===== src/hw/euc_defs.svh =====
// Register offsets, field positions, reset values and timing counts of the encoder counter
`ifndef EUC_DEFS_SVH
`define EUC_DEFS_SVH
`define EUC_ADDR_W 4
`define EUC_OFS_COUNT 4'h0
`define EUC_OFS_CMP_A 4'h1
`define EUC_OFS_CMP_B 4'h2
`define EUC_OFS_CC_A 4'h3
`define EUC_OFS_CC_B 4'h4
`define EUC_OFS_MODE 4'h5
`define EUC_OFS_CTRL 4'h6
`define EUC_OFS_CCCTL 4'h7
`define EUC_OFS_EDGE 4'h8
`define EUC_OFS_PRESC 4'h9
`define EUC_OFS_STATUS 4'ha
// Unit mode register fields
`define EUC_MODE_VARIANT 0
`define EUC_MODE_POL 2
`define EUC_MODE_TOE 3
`define EUC_MODE_CMD 7
`define EUC_MODE_SCHEME_LO 4
// Control register fields
`define EUC_CTRL_CLR0 0
`define EUC_CTRL_CLR1 1
`define EUC_CTRL_ENMD 2
`define EUC_CTRL_RUN 6
// Capture/compare control fields (1 = compare)
`define EUC_CCCTL_A 0
`define EUC_CCCTL_B 1
`define EUC_RESET_16 16'h0000
`define EUC_RESET_8 8'h00
// Timing: fastest count clock allowed, in MHz, against a 40 MHz system clock
`define EUC_SYS_MHZ 40
`define EUC_MAX_CNT_MHZ 10
`define EUC_MIN_DIV_CYC ((`EUC_SYS_MHZ + `EUC_MAX_CNT_MHZ - 1) / `EUC_MAX_CNT_MHZ)
`endif


===== src/hw/euc_pkg.sv =====
// Types shared by the encoder counter files
package euc_pkg;
   typedef logic [15:0] euc_word_t;
   typedef enum logic [1:0] {
      EUC_SCH_PULSE_DIR = 2'b00,
      EUC_SCH_UP_DOWN = 2'b01,
      EUC_SCH_QUAD_X1 = 2'b11,
      EUC_SCH_QUAD_X4 = 2'b10
   } euc_scheme_e;
   typedef enum logic [1:0] {
      EUC_EDGE_FALL = 2'b00,
      EUC_EDGE_RISE = 2'b01,
      EUC_EDGE_BOTH = 2'b10,
      EUC_EDGE_NONE = 2'b11
   } euc_edge_e;
endpackage


===== src/hw/euc_sync.sv =====
// Two-flop synchroniser and edge detector for the encoder counter pins
`timescale 1ns/1ps
module euc_sync (
   // Clock and reset
   input wire logic i_clock,
   input wire logic i_srst,
   // Pin in, clean level and edges out
   input wire logic i_pin,
   output logic o_level,
   output logic o_rise,
   output logic o_fall
);
   import euc_pkg::*;
   typedef struct packed {
      logic meta;
      logic stable;
      logic prev;
   } euc_sync_s;
   euc_sync_s st_q, st_d;
   always_comb begin
      st_d = st_q;
      st_d.meta = i_pin;
      st_d.stable = st_q.meta;
      st_d.prev = st_q.stable;
   end
   always_ff @(posedge i_clock) begin
      if (i_srst) begin
         st_q <= '0;
      end else begin
         st_q <= st_d;
      end
   end
   // Edges come from the second and third stages only, one cycle each
   assign o_level = st_q.stable;
   assign o_rise = st_q.stable & ~st_q.prev;
   assign o_fall = ~st_q.stable & st_q.prev;
endmodule


===== src/hw/euc_counter.sv =====
// Sixteen-bit up/down encoder counter with compare, capture and PWM output
//
// The placing of the registers and the address-and-strobe port are this design's own decisions.
`timescale 1ns/1ps
`include "euc_defs.svh"
// Contract
// (RULE1) Counter value resets to zero.
// (RULE2) Software writes the counter only while counting is stopped.
// (RULE3) Software never selects timer mode together with variant B.
// (RULE4) Timer mode counts on system clock divided by 2 to 128.
// (RULE5) Software keeps the count clock at ten megahertz or below.
// (RULE6) While running: timer counts up, up/down mode follows the encoder.
// (RULE7) Scheme 1 counts pulses, direction input sets up or down.
// (RULE8) Scheme 2 counts up on one input, down on the other.
// (RULE9) Scheme 3 counts once per cycle with phase-derived direction.
// (RULE10) Scheme 4 counts on every edge of both inputs.
// (RULE11) Timer mode clears on compare A only when clear-enable is set.
// (RULE12) Variant A clear condition: external, compare-up, either, or none.
// (RULE13) Variant B clears on A match up, B match down.
// (RULE14) Timer mode and variant A raise compare-A event on every match.
// (RULE15) Variant B raises compare-A event only on down-count matches.
// (RULE16) Software leaves compare A alone while running.
// (RULE17) Direction input use disables capture through capture pin A.
// (RULE18) External clear in variant A disables capture through pin B.
// (RULE19) Valid capture edge latches the count into its capture register.
// (RULE20) Software never reads the counter twice back to back.
// (RULE21) No identical rewrites of counter, capture and status registers.
// (RULE22) Timer mode drives a 16-bit PWM on the timer output.
// (RULE23) Up/down mode holds timer output at the inactive level.
// (RULE24) Capture events pulse their event on each selected edge.
// (RULE25) Pins are synchronised so each event lasts one cycle.
// (RULE26) Clear beats a coinciding count event.
module euc_counter (
   // Clock and reset
   input wire logic i_clock,
   input wire logic i_srst,
   // Register port
   input wire logic [`EUC_ADDR_W-1:0] i_addr,
   input wire logic [15:0] i_wdata,
   input wire logic i_wr,
   input wire logic i_rd,
   output logic [15:0] o_rdata,
   // Encoder and capture pins
   input wire logic i_encoder_pulse_in,
   input wire logic i_encoder_dir_in,
   input wire logic i_ext_clear_pin,
   // Timer output pin
   output logic o_timer_out_pin,
   // Event pulses
   output logic o_compare_a_irq,
   output logic o_compare_b_irq,
   output logic o_capcomp_a_irq,
   output logic o_capcomp_b_irq
);
   import euc_pkg::*;

   typedef struct packed {
      euc_pkg::euc_word_t count;
      euc_pkg::euc_word_t cmp_a;
      euc_pkg::euc_word_t cmp_b;
      euc_pkg::euc_word_t cc_a;
      euc_pkg::euc_word_t cc_b;
      logic [7:0] mode;
      logic [7:0] ctrl;
      logic [7:0] ccctl;
      logic [7:0] edge_sel;
      logic [2:0] presc;
      logic [6:0] div;
      logic [7:0] status;
      logic dir_down;
      logic pwm;
      logic [15:0] rdata;
      logic ev_cmp_a;
      logic ev_cmp_b;
      logic ev_cc_a;
      logic ev_cc_b;
   } euc_state_s;

   euc_state_s st_q, st_d;

   logic pa_lvl, pa_r, pa_f, pb_lvl, pb_r, pb_f, cl_lvl, cl_r, cl_f;

   // Synchronised pins (see RULE25)
   euc_sync u_sync_a (.i_clock(i_clock), .i_srst(i_srst), .i_pin(i_encoder_pulse_in),
      .o_level(pa_lvl), .o_rise(pa_r), .o_fall(pa_f));
   euc_sync u_sync_b (.i_clock(i_clock), .i_srst(i_srst), .i_pin(i_encoder_dir_in),
      .o_level(pb_lvl), .o_rise(pb_r), .o_fall(pb_f));
   euc_sync u_sync_c (.i_clock(i_clock), .i_srst(i_srst), .i_pin(i_ext_clear_pin),
      .o_level(cl_lvl), .o_rise(cl_r), .o_fall(cl_f));

   function automatic logic edge_hit(input logic [1:0] sel, input logic r, input logic f);
      unique case (euc_edge_e'(sel))
         EUC_EDGE_FALL: edge_hit = f;
         EUC_EDGE_RISE: edge_hit = r;
         EUC_EDGE_BOTH: edge_hit = r | f;
         EUC_EDGE_NONE: edge_hit = 1'b0;
      endcase
   endfunction

   logic run, udc, var_b, presc_tick, cnt_ev, cnt_dn, clr, match_a, match_b;
   logic ext_clr_used, cap_a, cap_b;
   logic [6:0] div_mask;
   euc_scheme_e scheme;

   always_comb begin
      run = st_q.ctrl[`EUC_CTRL_RUN];
      udc = st_q.mode[`EUC_MODE_CMD];
      var_b = st_q.mode[`EUC_MODE_VARIANT];
      scheme = euc_scheme_e'(st_q.mode[`EUC_MODE_SCHEME_LO +: 2]);
      // Divide by 2^(presc+1); code 7 is treated as 128 (see RULE4)
      div_mask = 7'h7f >> (3'h6 - ((st_q.presc == 3'h7) ? 3'h6 : st_q.presc));
      presc_tick = ((st_q.div & div_mask) == div_mask);
      cnt_ev = 1'b0;
      cnt_dn = 1'b0;
      if (!udc) begin
         cnt_ev = presc_tick; // see RULE6
      end else begin
         unique case (scheme)
            EUC_SCH_PULSE_DIR: begin
               cnt_ev = pa_r; // see RULE7
               cnt_dn = pb_lvl;
            end
            EUC_SCH_UP_DOWN: begin
               cnt_ev = pa_r ^ pb_r; // see RULE8
               cnt_dn = pb_r;
            end
            EUC_SCH_QUAD_X1: begin
               cnt_ev = pa_r; // see RULE9
               cnt_dn = pb_lvl;
            end
            EUC_SCH_QUAD_X4: begin
               cnt_ev = pa_r | pa_f | pb_r | pb_f; // see RULE10
               cnt_dn = ((pa_r | pa_f) & (pa_lvl == pb_lvl)) |
                        ((pb_r | pb_f) & (pa_lvl != pb_lvl));
            end
         endcase
      end
      cnt_ev = cnt_ev & run;
      // Direction used for compare decisions is that of the last count
      match_a = (st_q.count == st_q.cmp_a);
      match_b = (st_q.count == st_q.cmp_b);
      ext_clr_used = udc && !var_b && !st_q.ctrl[`EUC_CTRL_CLR1] ? !st_q.ctrl[`EUC_CTRL_CLR0]
         : (udc && !var_b && st_q.ctrl[`EUC_CTRL_CLR1] && !st_q.ctrl[`EUC_CTRL_CLR0]);
      clr = 1'b0;
      if (!udc) begin
         clr = st_q.ctrl[`EUC_CTRL_ENMD] & match_a & presc_tick; // see RULE11
      end else if (var_b) begin
         clr = (match_a & !st_q.dir_down) | (match_b & st_q.dir_down); // see RULE13
      end else begin
         unique case ({st_q.ctrl[`EUC_CTRL_CLR1], st_q.ctrl[`EUC_CTRL_CLR0]})
            2'b00: clr = cl_r; // see RULE12
            2'b01: clr = match_a & !st_q.dir_down;
            2'b10: clr = cl_r | (match_a & !st_q.dir_down);
            2'b11: clr = 1'b0;
         endcase
      end
      clr = clr & run;
      // Shared pins lose their capture role when the counter uses them
      cap_a = run && !udc && !st_q.ccctl[`EUC_CCCTL_A] &&
         edge_hit(st_q.edge_sel[1:0], pb_r, pb_f); // see RULE17
      cap_b = run && !ext_clr_used && !st_q.ccctl[`EUC_CCCTL_B] &&
         edge_hit(st_q.edge_sel[3:2], cl_r, cl_f); // see RULE18
   end

   always_comb begin
      st_d = st_q;
      st_d.div = run ? st_q.div + 7'h01 : 7'h00;
      if (cnt_ev) begin
         st_d.dir_down = udc & cnt_dn;
      end
      if (clr) begin
         st_d.count = `EUC_RESET_16; // see RULE26
      end else if (cnt_ev) begin
         st_d.count = (udc && cnt_dn) ? st_q.count - 16'h0001 : st_q.count + 16'h0001;
      end
      st_d.ev_cmp_a = match_a && (run && cnt_ev || clr) &&
         (!udc || !var_b || st_q.dir_down); // see RULE14 see RULE15
      st_d.ev_cmp_b = match_b && (run && cnt_ev || clr) && (!udc || !var_b || st_q.dir_down);
      st_d.ev_cc_a = cap_a | (st_q.ccctl[`EUC_CCCTL_A] & run & cnt_ev &
         (st_q.count == st_q.cc_a)); // see RULE24
      st_d.ev_cc_b = cap_b | (st_q.ccctl[`EUC_CCCTL_B] & run & cnt_ev &
         (st_q.count == st_q.cc_b));
      if (cap_a) begin
         st_d.cc_a = st_q.count; // see RULE19
      end
      if (cap_b) begin
         st_d.cc_b = st_q.count;
      end
      // PWM: active from clear or zero count until compare B, inactive until the next clear or zero count
      if (!udc && run) begin
         if (clr || st_q.count == 16'h0000) begin
            st_d.pwm = 1'b1; // see RULE22
         end else if (match_b) begin
            st_d.pwm = 1'b0;
         end
      end else begin
         st_d.pwm = 1'b0;
      end
      // Status: bit0 running, bit1 last direction down
      st_d.status = {6'h00, st_q.dir_down, run};
      if (i_wr) begin
         unique case (i_addr)
            `EUC_OFS_COUNT: st_d.count = i_wdata; // see RULE2
            `EUC_OFS_CMP_A: st_d.cmp_a = i_wdata;
            `EUC_OFS_CMP_B: st_d.cmp_b = i_wdata;
            `EUC_OFS_CC_A: st_d.cc_a = i_wdata;
            `EUC_OFS_CC_B: st_d.cc_b = i_wdata;
            `EUC_OFS_MODE: st_d.mode = i_wdata[7:0];
            `EUC_OFS_CTRL: st_d.ctrl = i_wdata[7:0];
            `EUC_OFS_CCCTL: st_d.ccctl = i_wdata[7:0];
            `EUC_OFS_EDGE: st_d.edge_sel = i_wdata[7:0];
            `EUC_OFS_PRESC: st_d.presc = i_wdata[2:0];
            default: ;
         endcase
      end
      st_d.rdata = 16'h0000;
      if (i_rd) begin
         unique case (i_addr)
            `EUC_OFS_COUNT: st_d.rdata = st_q.count;
            `EUC_OFS_CMP_A: st_d.rdata = st_q.cmp_a;
            `EUC_OFS_CMP_B: st_d.rdata = st_q.cmp_b;
            `EUC_OFS_CC_A: st_d.rdata = st_q.cc_a;
            `EUC_OFS_CC_B: st_d.rdata = st_q.cc_b;
            `EUC_OFS_MODE: st_d.rdata = {8'h00, st_q.mode};
            `EUC_OFS_CTRL: st_d.rdata = {8'h00, st_q.ctrl};
            `EUC_OFS_CCCTL: st_d.rdata = {8'h00, st_q.ccctl};
            `EUC_OFS_EDGE: st_d.rdata = {8'h00, st_q.edge_sel};
            `EUC_OFS_PRESC: st_d.rdata = {13'h0000, st_q.presc};
            `EUC_OFS_STATUS: st_d.rdata = {8'h00, st_q.status};
            default: st_d.rdata = 16'h0000;
         endcase
      end
   end

   always_ff @(posedge i_clock) begin
      if (i_srst) begin
         st_q <= '0; // see RULE1
      end else begin
         st_q <= st_d;
      end
   end

   assign o_rdata = st_q.rdata;
   // Output stays inactive unless timer mode with output enabled (see RULE23)
   assign o_timer_out_pin = ((st_q.pwm & st_q.mode[`EUC_MODE_TOE] & ~udc) ^
      st_q.mode[`EUC_MODE_POL]);
   assign o_compare_a_irq = st_q.ev_cmp_a;
   assign o_compare_b_irq = st_q.ev_cmp_b;
   assign o_capcomp_a_irq = st_q.ev_cc_a;
   assign o_capcomp_b_irq = st_q.ev_cc_b;
endmodule


===== config.mk =====
export PLATFORM = sky130hd
export DESIGN_NAME = euc_counter
export DESIGN_NICKNAME = d
export VERILOG_FILES = /design/src/hw/euc_pkg.sv /design/src/hw/euc_sync.sv /design/src/hw/euc_counter.sv
export VERILOG_INCLUDE_DIRS = /design/src /design/src/hw
export SDC_FILE = /design/constraint.sdc
export NUM_CORES = 1
export LEC_CHECK = 0
export ABC_AREA = 1
export BUFFER_PORTS_ARGS = -buffer_cell sky130_fd_sc_hd__buf_4
export CORE_MARGIN = 3
export CORE_UTILIZATION = 59
export DETAILED_ROUTE_END_ITERATION = 10
export GPL_TIMING_DRIVEN = 0
export PLACE_DENSITY = 0.74
export SETUP_SLACK_MARGIN = 0.05
export SKIP_CTS_REPAIR_TIMING = 1
export SLEW_MARGIN = 30
export SYNTH_ARGS = -nofsm -noshare
export SYNTH_HDL_FRONTEND = slang
export SYNTH_SLANG_ARGS = --single-unit

===== constraint.sdc =====
create_clock -name i_clock -period 3.2 [get_ports i_clock]
set_input_delay 0.16 -clock i_clock [delete_from_list [all_inputs] [get_ports i_clock]]
set_output_delay 0.16 -clock i_clock [all_outputs]
set_load 0.05 [all_outputs]

==> results of run 1 <==
[logic make-up after synthesis]
logic type,synth area share [%]
DFF,35.4
AOI/OAI and AO/OA,23.0
xor gates and xnor gates,3.50
adders and majority gates,3.80
buffers and inverters,13.2
and+or+nand+nor,21.2
[per-stage QoR]
step / cell area [um2] / worst slack, ps / hold WS, ps / util (%) / TNS, ps
after floorplan: 8770 / 517 / 267 / - / 0
after global placement: 9320 / -101 / 366 / 65.6 / -141
after detailed placement: 9320 / -178 / 377 / 65.6 / -305
after CTS: 9950 / -205 / -70.2 / 70.0 / -377
after global routing: 10100 / 20.8 / 25.6 / 71.1 / 0
final: 10100 / 224 / 13.2 / 71.1 / 0
[worst paths after layout]
kind,start,to,depth (start not counted)
worst min-delay path,i_wdata[11],st_q[147],3
worst max-delay path,scheme[0],st_q[145],18
worst max register to register,scheme[0],st_q[145],18
worst min register to register,u_sync_a.st_d[1],u_sync_a.o_level,2
[critical path, delay by kind of cell (launching register included)]
family,cells,cell delay (ps)
DFF,1,380
adders and majority gates,2,680
and+or+nand+nor,9,1060
buffers and inverters,3,350
AOI/OAI and AO/OA,4,370
[power breakdown]
group | total (mW) | internal, mW | switching (mW) | leakage [nW]
registers | 2.00 | 1.97 | 0.0302 | 1.25
clock network | 2.13 | 1.31 | 0.819 | 0.294
logic | 0.373 | 0.118 | 0.255 | 2.88
[cells in the final DEF, fill, tap and decap left out, types with 12 or more instances in the layout]
master     Yosys  layout
a21oi_1      152     149
buf_4         20      68
clkbuf_1      46      47
clkbuf_16      0      17
dfxtp_1      155     153
ha_1          25      21
inv_1        196     195
inv_2         13      13
nand2_1      264     263
nand3_1       51      51
nand4_1       25      25
nor2_1        72      72
o211ai_1      17      17
o21ai_0      128     126
o22ai_1       40      40
xnor2_1       12      12
xor2_1        23      23
[final cells by class]
cell class | count | area, um2
Timing Repair Buffer | 51 | 390
Tap cell | 180 | 225
Inverter | 211 | 796
Fill cell | 1287 | 4110
Clock inverter | 10 | 139
Buffer | 73 | 363
Multi-Input combinational cell | 869 | 4590
Sequential cell | 155 | 3110
Clock buffer | 22 | 484
[per-layer routing]
layer	track usage [%]	share of wire, %
met1	44.7	40
met2	55.9	45
met3	6.54	9.6
met4	19.7	5.7
met5	0	0
==> results.md, run 1 <==
- RSZ-0062 raised after global routing: yes
- Starting Density: 61.7%
- Flops & latches, synth: between 150 and 200
- Ant. Diodes: 0
- Largest area contributor in the netlist: dfxtp_1
- Synth Net Count: 1,361
- Post-synth EDFFs: 0
- CTS tree: built
- Worst Max-Slew Pin Slew: 772 ps
- Antenna Violating Nets Remaining: 0
- Crit path max-delay cell type: dfxtp_2
- Warnings, synthesis: 0
- Min-Delay Path Class: in2reg
- Max FFs per register: around 120
- GR Util All Layers: 35.1%
- Core area: 14,200 um2
- Synth cell count leaders: nand2_1, inv_1, dfxtp_1, a21oi_1, o21ai_0
- Finish-stage setup viols: 0
- Chip Height: 128 um
- Type of the worst setup path: reg2reg
- Synth-to-layout area growth: 15.2%
- Pwr Density: around 450 nW/um2
- Yosys cell types: 40
- Worst path max stage delay: 380 ps
- Routed wire length per instance: 18.5 um
- Synth Flop Type: dfxtp_1
- Final worst-path cycle share: 93.0%
- IO Pins: 48
- Max-cap violations: 0
- Total power: 4.49 mW
- Routed WL: 29,000 um
- Critical Path AT: roughly 3300 ps
- Total gr overflow: 0
- DP Cell Count: 1,532
- Crit end category: flop
- Vias per std cell: 5.92
- Die W: 128 um
- Cell Rows: 43
- Cell count after synthesis: ~1,300
- Cell Chain, Critical Path: inv_1 -> ha_1 -> a21oi_1 -> nand2_1 -> nand2_4 -> clkinvlp_4 -> buf_4 -> ha_1 -> nand2_1 -> nor2_1 -> nand3_1 -> nand2_1 -> a21oi_1 -> or2_2 -> nand3_1 -> o21ai_0 -> nand3_1 -> a21oi_1
- DP HPWL: 21,300 um
- Fin nets: 1,431
- Root Buffer: clkbuf_16
- Tmin final: 2980 ps
- Top cell type's share of synthesized area: 35.4%
- Buffers on Ports: 44
- Bufs on Longest Clock Path: 2
- Crit Path Max Fanout: 13
- Synth top area cells: dfxtp_1, nand2_1, a21oi_1
- TritonCTS buffer count: 17
- H-tree Lvls: 4
- Status: finished clean
- Slew Limit Fails: 0
- Count of final hold-check violations: 0
- Clk Latency, worst-skew pair: 430 ps
- Skew final: 8.64 ps
- Mapped cell area: 8770 um2
- Share of flip-flops with an asynchronous set or reset: 0%
- Fmax: 336 MHz
- Startpoint Class: flop
- Share of layout cells above drive strength 1: between 10% and 20%
- Peak supply drop: between 400 and 500 uV
- First-pass GRT wire length: 44,700 um
- Reg2reg setup slack: 220 ps
- P_leak: 4.43 nW
- Routed via count: 9,300
- Largest Register: st_q
- Worst-path clk slew: 60 ps
- Initial antenna violation count: 0
- Vias in the first global route: 8,599
- Clock sink total: ~160
- Count leader, synth: nand2_1
- Average size of a mapped cell: 6.70 um2
- Max-slew headroom: between 40 and 50%
- Critical path required time: 3500 ps
- Largest net degree at the start of global routing: 17
- DRC violations left: 0
- Die ar.: 16,400 um2
- RD Place Congestion: between 0.9 and 1
- TritonRoute pass-1 iters: 6
- Register area share after synthesis: a little over a third
- Final non-filler cell total: between 1,500 and 2,000
- Starting DRT DRC Count: 1,100
Note: power is estimated with default switching activity, not from simulation.
==> inputs of run 2 (changes only) <==
==> constraint.sdc (replaced) <==
create_clock -name i_clock -period 3.1 [get_ports i_clock]
set_input_delay 0.155 -clock i_clock [delete_from_list [all_inputs] [get_ports i_clock]]
set_output_delay 0.155 -clock i_clock [all_outputs]
set_load 0.05 [all_outputs]
==> results.md, run 2 (synthesis results as in run 1) <==
- Status: finished clean
- Root Buffer: clkbuf_16
- Count of final hold-check violations: 0
- Ant. Diodes: 0
- Max-slew headroom: 50.5%
- Buffers on Ports: 44
- Vias in the first global route: 8,599
- Routed via count: 9,320
- Max-cap violations: 0
- Routed WL: 29,200 um
- Clock sink total: 155
- Share of layout cells above drive strength 1: a little under an eighth
- Startpoint Class: flop
- Vias per std cell: between 5 and 6
- TritonCTS buffer count: 17
- Starting Density: between 60% and 70%
- Crit Path Max Fanout: 13
- Max FFs per register: between 100 and 150
- IO Pins: between 40 and 50
- Die W: 128 um
- Die ar.: 16,400 um2
- Min-Delay Path Class: in2reg
- Finish-stage setup viols: 0
- P_leak: between 4 and 5 nW
- Worst hold slack: around 10 ps
- Peak supply drop: 438 uV
- DRC violations left: 0
- Initial antenna violation count: 0
- Final worst-path cycle share: 92.4%
- Fin nets: 1,432
- Cell Rows: 43
- Tmin final: 2860 ps
- Crit end category: flop
- Critical path required time: around 3400 ps
- Type of the worst setup path: reg2reg
- Pwr Density: around 460 nW/um2
- Most frequent cells in the layout: nand2_1, inv_1, dfxtp_1
- Critical Path AT: between 3000 and 4000 ps
- TritonRoute pass-1 iters: 8
- Core area: 14,200 um2
- Antenna Violating Nets Remaining: 0
- Largest Register: st_q
- First-pass GRT wire length: 44,700 um
- Starting DRT DRC Count: around 1,100
- Worst Max-Slew Pin Slew: 742 ps
- Bufs on Longest Clock Path: 2
- DP HPWL: 21,300 um
- Slew Limit Fails: 0
- Clk Latency, worst-skew pair: 430 ps
- Leading cell type in the layout, fill and taps excluded: nand2_1
- H-tree Lvls: 4
- Routed wire length per instance: roughly 19 um
- Worst-path clk slew: 60 ps
- RD Place Congestion: 0.979
- Fmax: 349 MHz
- CTS tree: built
- Largest net degree at the start of global routing: 17
- Reg2reg setup slack: 240 ps
- Chip Height: 128 um
- Fin util: 71.8%
- Total gr overflow: 0
- Skew final: 8.61 ps
- GR Util All Layers: between 30% and 40%
- Synth-to-layout area growth: 16.4%
==> run 2: power by group <==
group / switching [mW] / total [mW] / internal (mW)
sequential: 0.0320 / 2.06 / 2.03
combinational: 0.264 / 0.388 / 0.124
clock: 0.850 / 2.20 / 1.35
==> run 2: cell type report <==
cell class / count / area, um2
sequential: 155 / 3110
buffer: 73 / 363
inverter: 211 / 796
fill: 1267 / 4000
tap: 180 / 225
clock inverter: 10 / 139
multi-input combinational: 869 / 4680
timing repair buffer: 52 / 405
clock buffer: 22 / 484
==> run 2: worst paths after layout <==
path                      end  cells past startpoint              from
max                 st_q[151]                     21         scheme[0]
min                 st_q[147]                      3       i_wdata[11]
max reg2reg         st_q[151]                     21         scheme[0]
min reg2reg  u_sync_a.o_level                      2  u_sync_a.st_d[1]
==> run 2: per-layer routing <==
| metal | share of wire, % | global-route usage [%] | wire length (um) | vias up |
|---|---|---|---|---|
| met3 | 9.4 | 6.54 | 2740 | 111 |
| met4 | 5.3 | 19.7 | 1560 | 0 |
| met1 | 40 | 44.7 | 11700 | 4276 |
| met5 | 0 | 0 | 0 | - |
| li1 | - | - | - | 4425 |
| met2 | 45 | 55.9 | 13200 | 508 |
==> run 2: per-stage QoR <==
| stage | setup slack, ps | instances | area, um2 | total power, mW | TNS, ps |
|---|---|---|---|---|---|
| after floorplan | 417 | 1308 | 8770 | 2.32 | 0 |
| final | 235 | 1572 | 10200 | 4.65 | 0 |
| after global placement | -201 | 1532 | 9320 | 2.46 | -467 |
| after detailed placement | -278 | 1532 | 9320 | 2.46 | -755 |
| after CTS | -305 | 1564 | 9950 | 4.62 | -863 |
| after global routing | -10.5 | 1572 | 10200 | 4.76 | -19.0 |
==> run 2: worst max-delay path, cell delays in order (launching register included) <==
cell and delay (ps):
dfxtp_4 380, inv_1 60, ha_1 320, a21oi_1 130, nand2_1 100, nand2_4 120, clkinvlp_4 100, buf_8 160
buf_4 170, ha_4 290, nand2_1 70, inv_1 80, nand2_1 60, inv_1 60, and2_1 120, nand2_1 60
nand2_1 70, nand2_1 70, nand3_1 90, nand2_1 60, nand4_1 90, a21oi_1 60
==> inputs of run 3 (changes only) <==
--- a/config.mk
+++ b/config.mk
@@ -7,7 +7,7 @@
 export NUM_CORES = 1
 export LEC_CHECK = 0
 export ABC_AREA = 1
-export BUFFER_PORTS_ARGS = -buffer_cell sky130_fd_sc_hd__buf_4
+export BUFFER_PORTS_ARGS = -buffer_cell sky130_fd_sc_hd__buf_2
 export CORE_MARGIN = 3
 export CORE_UTILIZATION = 59
 export DETAILED_ROUTE_END_ITERATION = 10
==> results.md, run 3 (synthesis results as in run 1) <==
- Status: finished clean
- Critical path required time: 3460 ps
- Startpoint Class: flop
- Count of final hold-check violations: 0
- TritonRoute pass-1 iters: 6
- Starting Density: 61.7%
- Buffers on Ports: 44
- Ant. Diodes: 0
- Root Buffer: clkbuf_16
- Finish-stage setup viols: 0
- Tmin final: 2920 ps
- Most used cell, CP: nand2_1
- Final worst slack: 178 ps
- Vias in the first global route: 8,622
- Crit end category: flop
- Cell Chain, Critical Path: inv_1 -> ha_1 -> a21oi_1 -> nand2_1 -> nand2_4 -> clkinvlp_4 -> buf_12 -> ha_1 -> nand3_1 -> nand2_1 -> nand2_1 -> o21ai_2 -> nand2_1 -> nand3b_1 -> nand3_1 -> o21ai_0 -> nand3_1 -> a21oi_1
- Max FFs per register: between 100 and 150
- Routed wire length per instance: 18.5 um
- CTS tree: built
- Crit path max-delay cell type: dfxtp_2
- Bufs on Longest Clock Path: 2
- Min-Delay Path Class: in2reg
- Clock sink total: 155
- HP Start: i_wdata[12]
- Cell Rows: 43
- Max-slew headroom: between 40% and 50%
- GR Util All Layers: between 30% and 40%
- Vias per std cell: 5.95
- Initial antenna violation count: 0
- Setup_tns: 0 ps
- Routed WL: 29,100 um
- Synth-to-layout area growth: 14.7%
- Cell Area, Placed: 9210 um2
- Worst Max-Slew Pin Slew: 843 ps
- Die ar.: approximately 16,000 um2
- Most frequent cells in the layout: nand2_1, inv_1, dfxtp_1
- Largest Register: st_q
- Final worst-path cycle share: 94.3%
- Leading cell type in the layout, fill and taps excluded: nand2_1
- Fin util: 70.8%
- Clk Latency, worst-skew pair: 430 ps
- Routed via count: 9,341
- Fmax: between 300 and 400 MHz
- P_leak: 4.38 nW
- First-pass GRT wire length: 45,200 um
- Critical Path AT: about 3300 ps
- Slew Limit Fails: 0
- Fin area: roughly 10,000 um2
- Fin nets: between 1,000 and 1,500
- Reg-to-Reg Start: scheme[0]
- Die W: 128 um
- H-tree Lvls: 4
- RD Place Congestion: 0.982
- RSZ-0062 raised after global routing: yes
- Share of layout cells above drive strength 1: 11.3%
- Worst path max stage delay: 370 ps
- Worst-path clk slew: 60 ps
- Pre-CTS setup slack: -268 ps
- Max-cap violations: 0
- DRC violations left: 0
- Core area: ~14,000 um2
- Antenna Violating Nets Remaining: 0
- Crit Path Max Fanout: 14
- Chip Height: 128 um
- Total gr overflow: 0
- Starting DRT DRC Count: 1,126
- Skew final: 5.61 ps
- Peak supply drop: a little over 400 uV
- IO Pins: 48
- Total power: 4.56 mW
- Largest net degree at the start of global routing: 17
- DP HPWL: between 20,000 and 25,000 um
- Pwr Density: 453 nW/um2
- Type of the worst setup path: reg2reg
- Worst Setup SP: scheme[0]
- TritonCTS buffer count: 17
[run 3: cell type report]
class / instances / area (um2)
clock inverters: 12 / 148
fillers: 1248 / 4150
inverters: 211 / 796
repair buffers: 51 / 293
well taps: 180 / 225
plain buffers: 73 / 364
multi-input cells: 869 / 4680
flip-flops and latches: 155 / 3110
clock buffers: 20 / 447
[run 3: final timing paths]
check        slack [ps]                to  cells past startpoint
min reg2reg         400  u_sync_a.o_level                      2
max reg2reg         180         st_q[146]                     18
max                 180         st_q[146]                     18
min                  20         st_q[148]                      3
[run 3: routing by layer]
metal | track usage, % | vias up | share of wire, %
li1 | - | 4438 | -
met1 | 46.2 | 4228 | 40
met2 | 56.4 | 554 | 45
met3 | 7.33 | 121 | 9.6
met4 | 17.2 | 0 | 5.1
met5 | 0 | - | 0
[run 3: metrics by stage]
step | std cells | hold slack (ps)
after floorplan | 1308 | 262
after global placement | 1532 | 360
after detailed placement | 1532 | 365
after CTS | 1564 | -75.5
after global routing | 1571 | 23.4
final | 1571 | 23.9
[run 3: critical path: cells and delay by family (launching register included)]
family          cells  cell delay [ps]
simple gates        9              900
fa+ha+maj           2              640
compound gates      4              570
flops               1              370
buf+inv             3              370
[run 3: power by group]
| part | total (mW) | switching, mW | leakage, nW | internal [mW] |
|---|---|---|---|---|
| Combinational | 0.378 | 0.264 | 2.85 | 0.114 |
| Clock | 2.12 | 0.838 | 0.278 | 1.28 |
| Sequential | 2.06 | 0.0324 | 1.25 | 2.03 |
| Total | 4.56 | 1.13 | 4.38 | 3.42 |
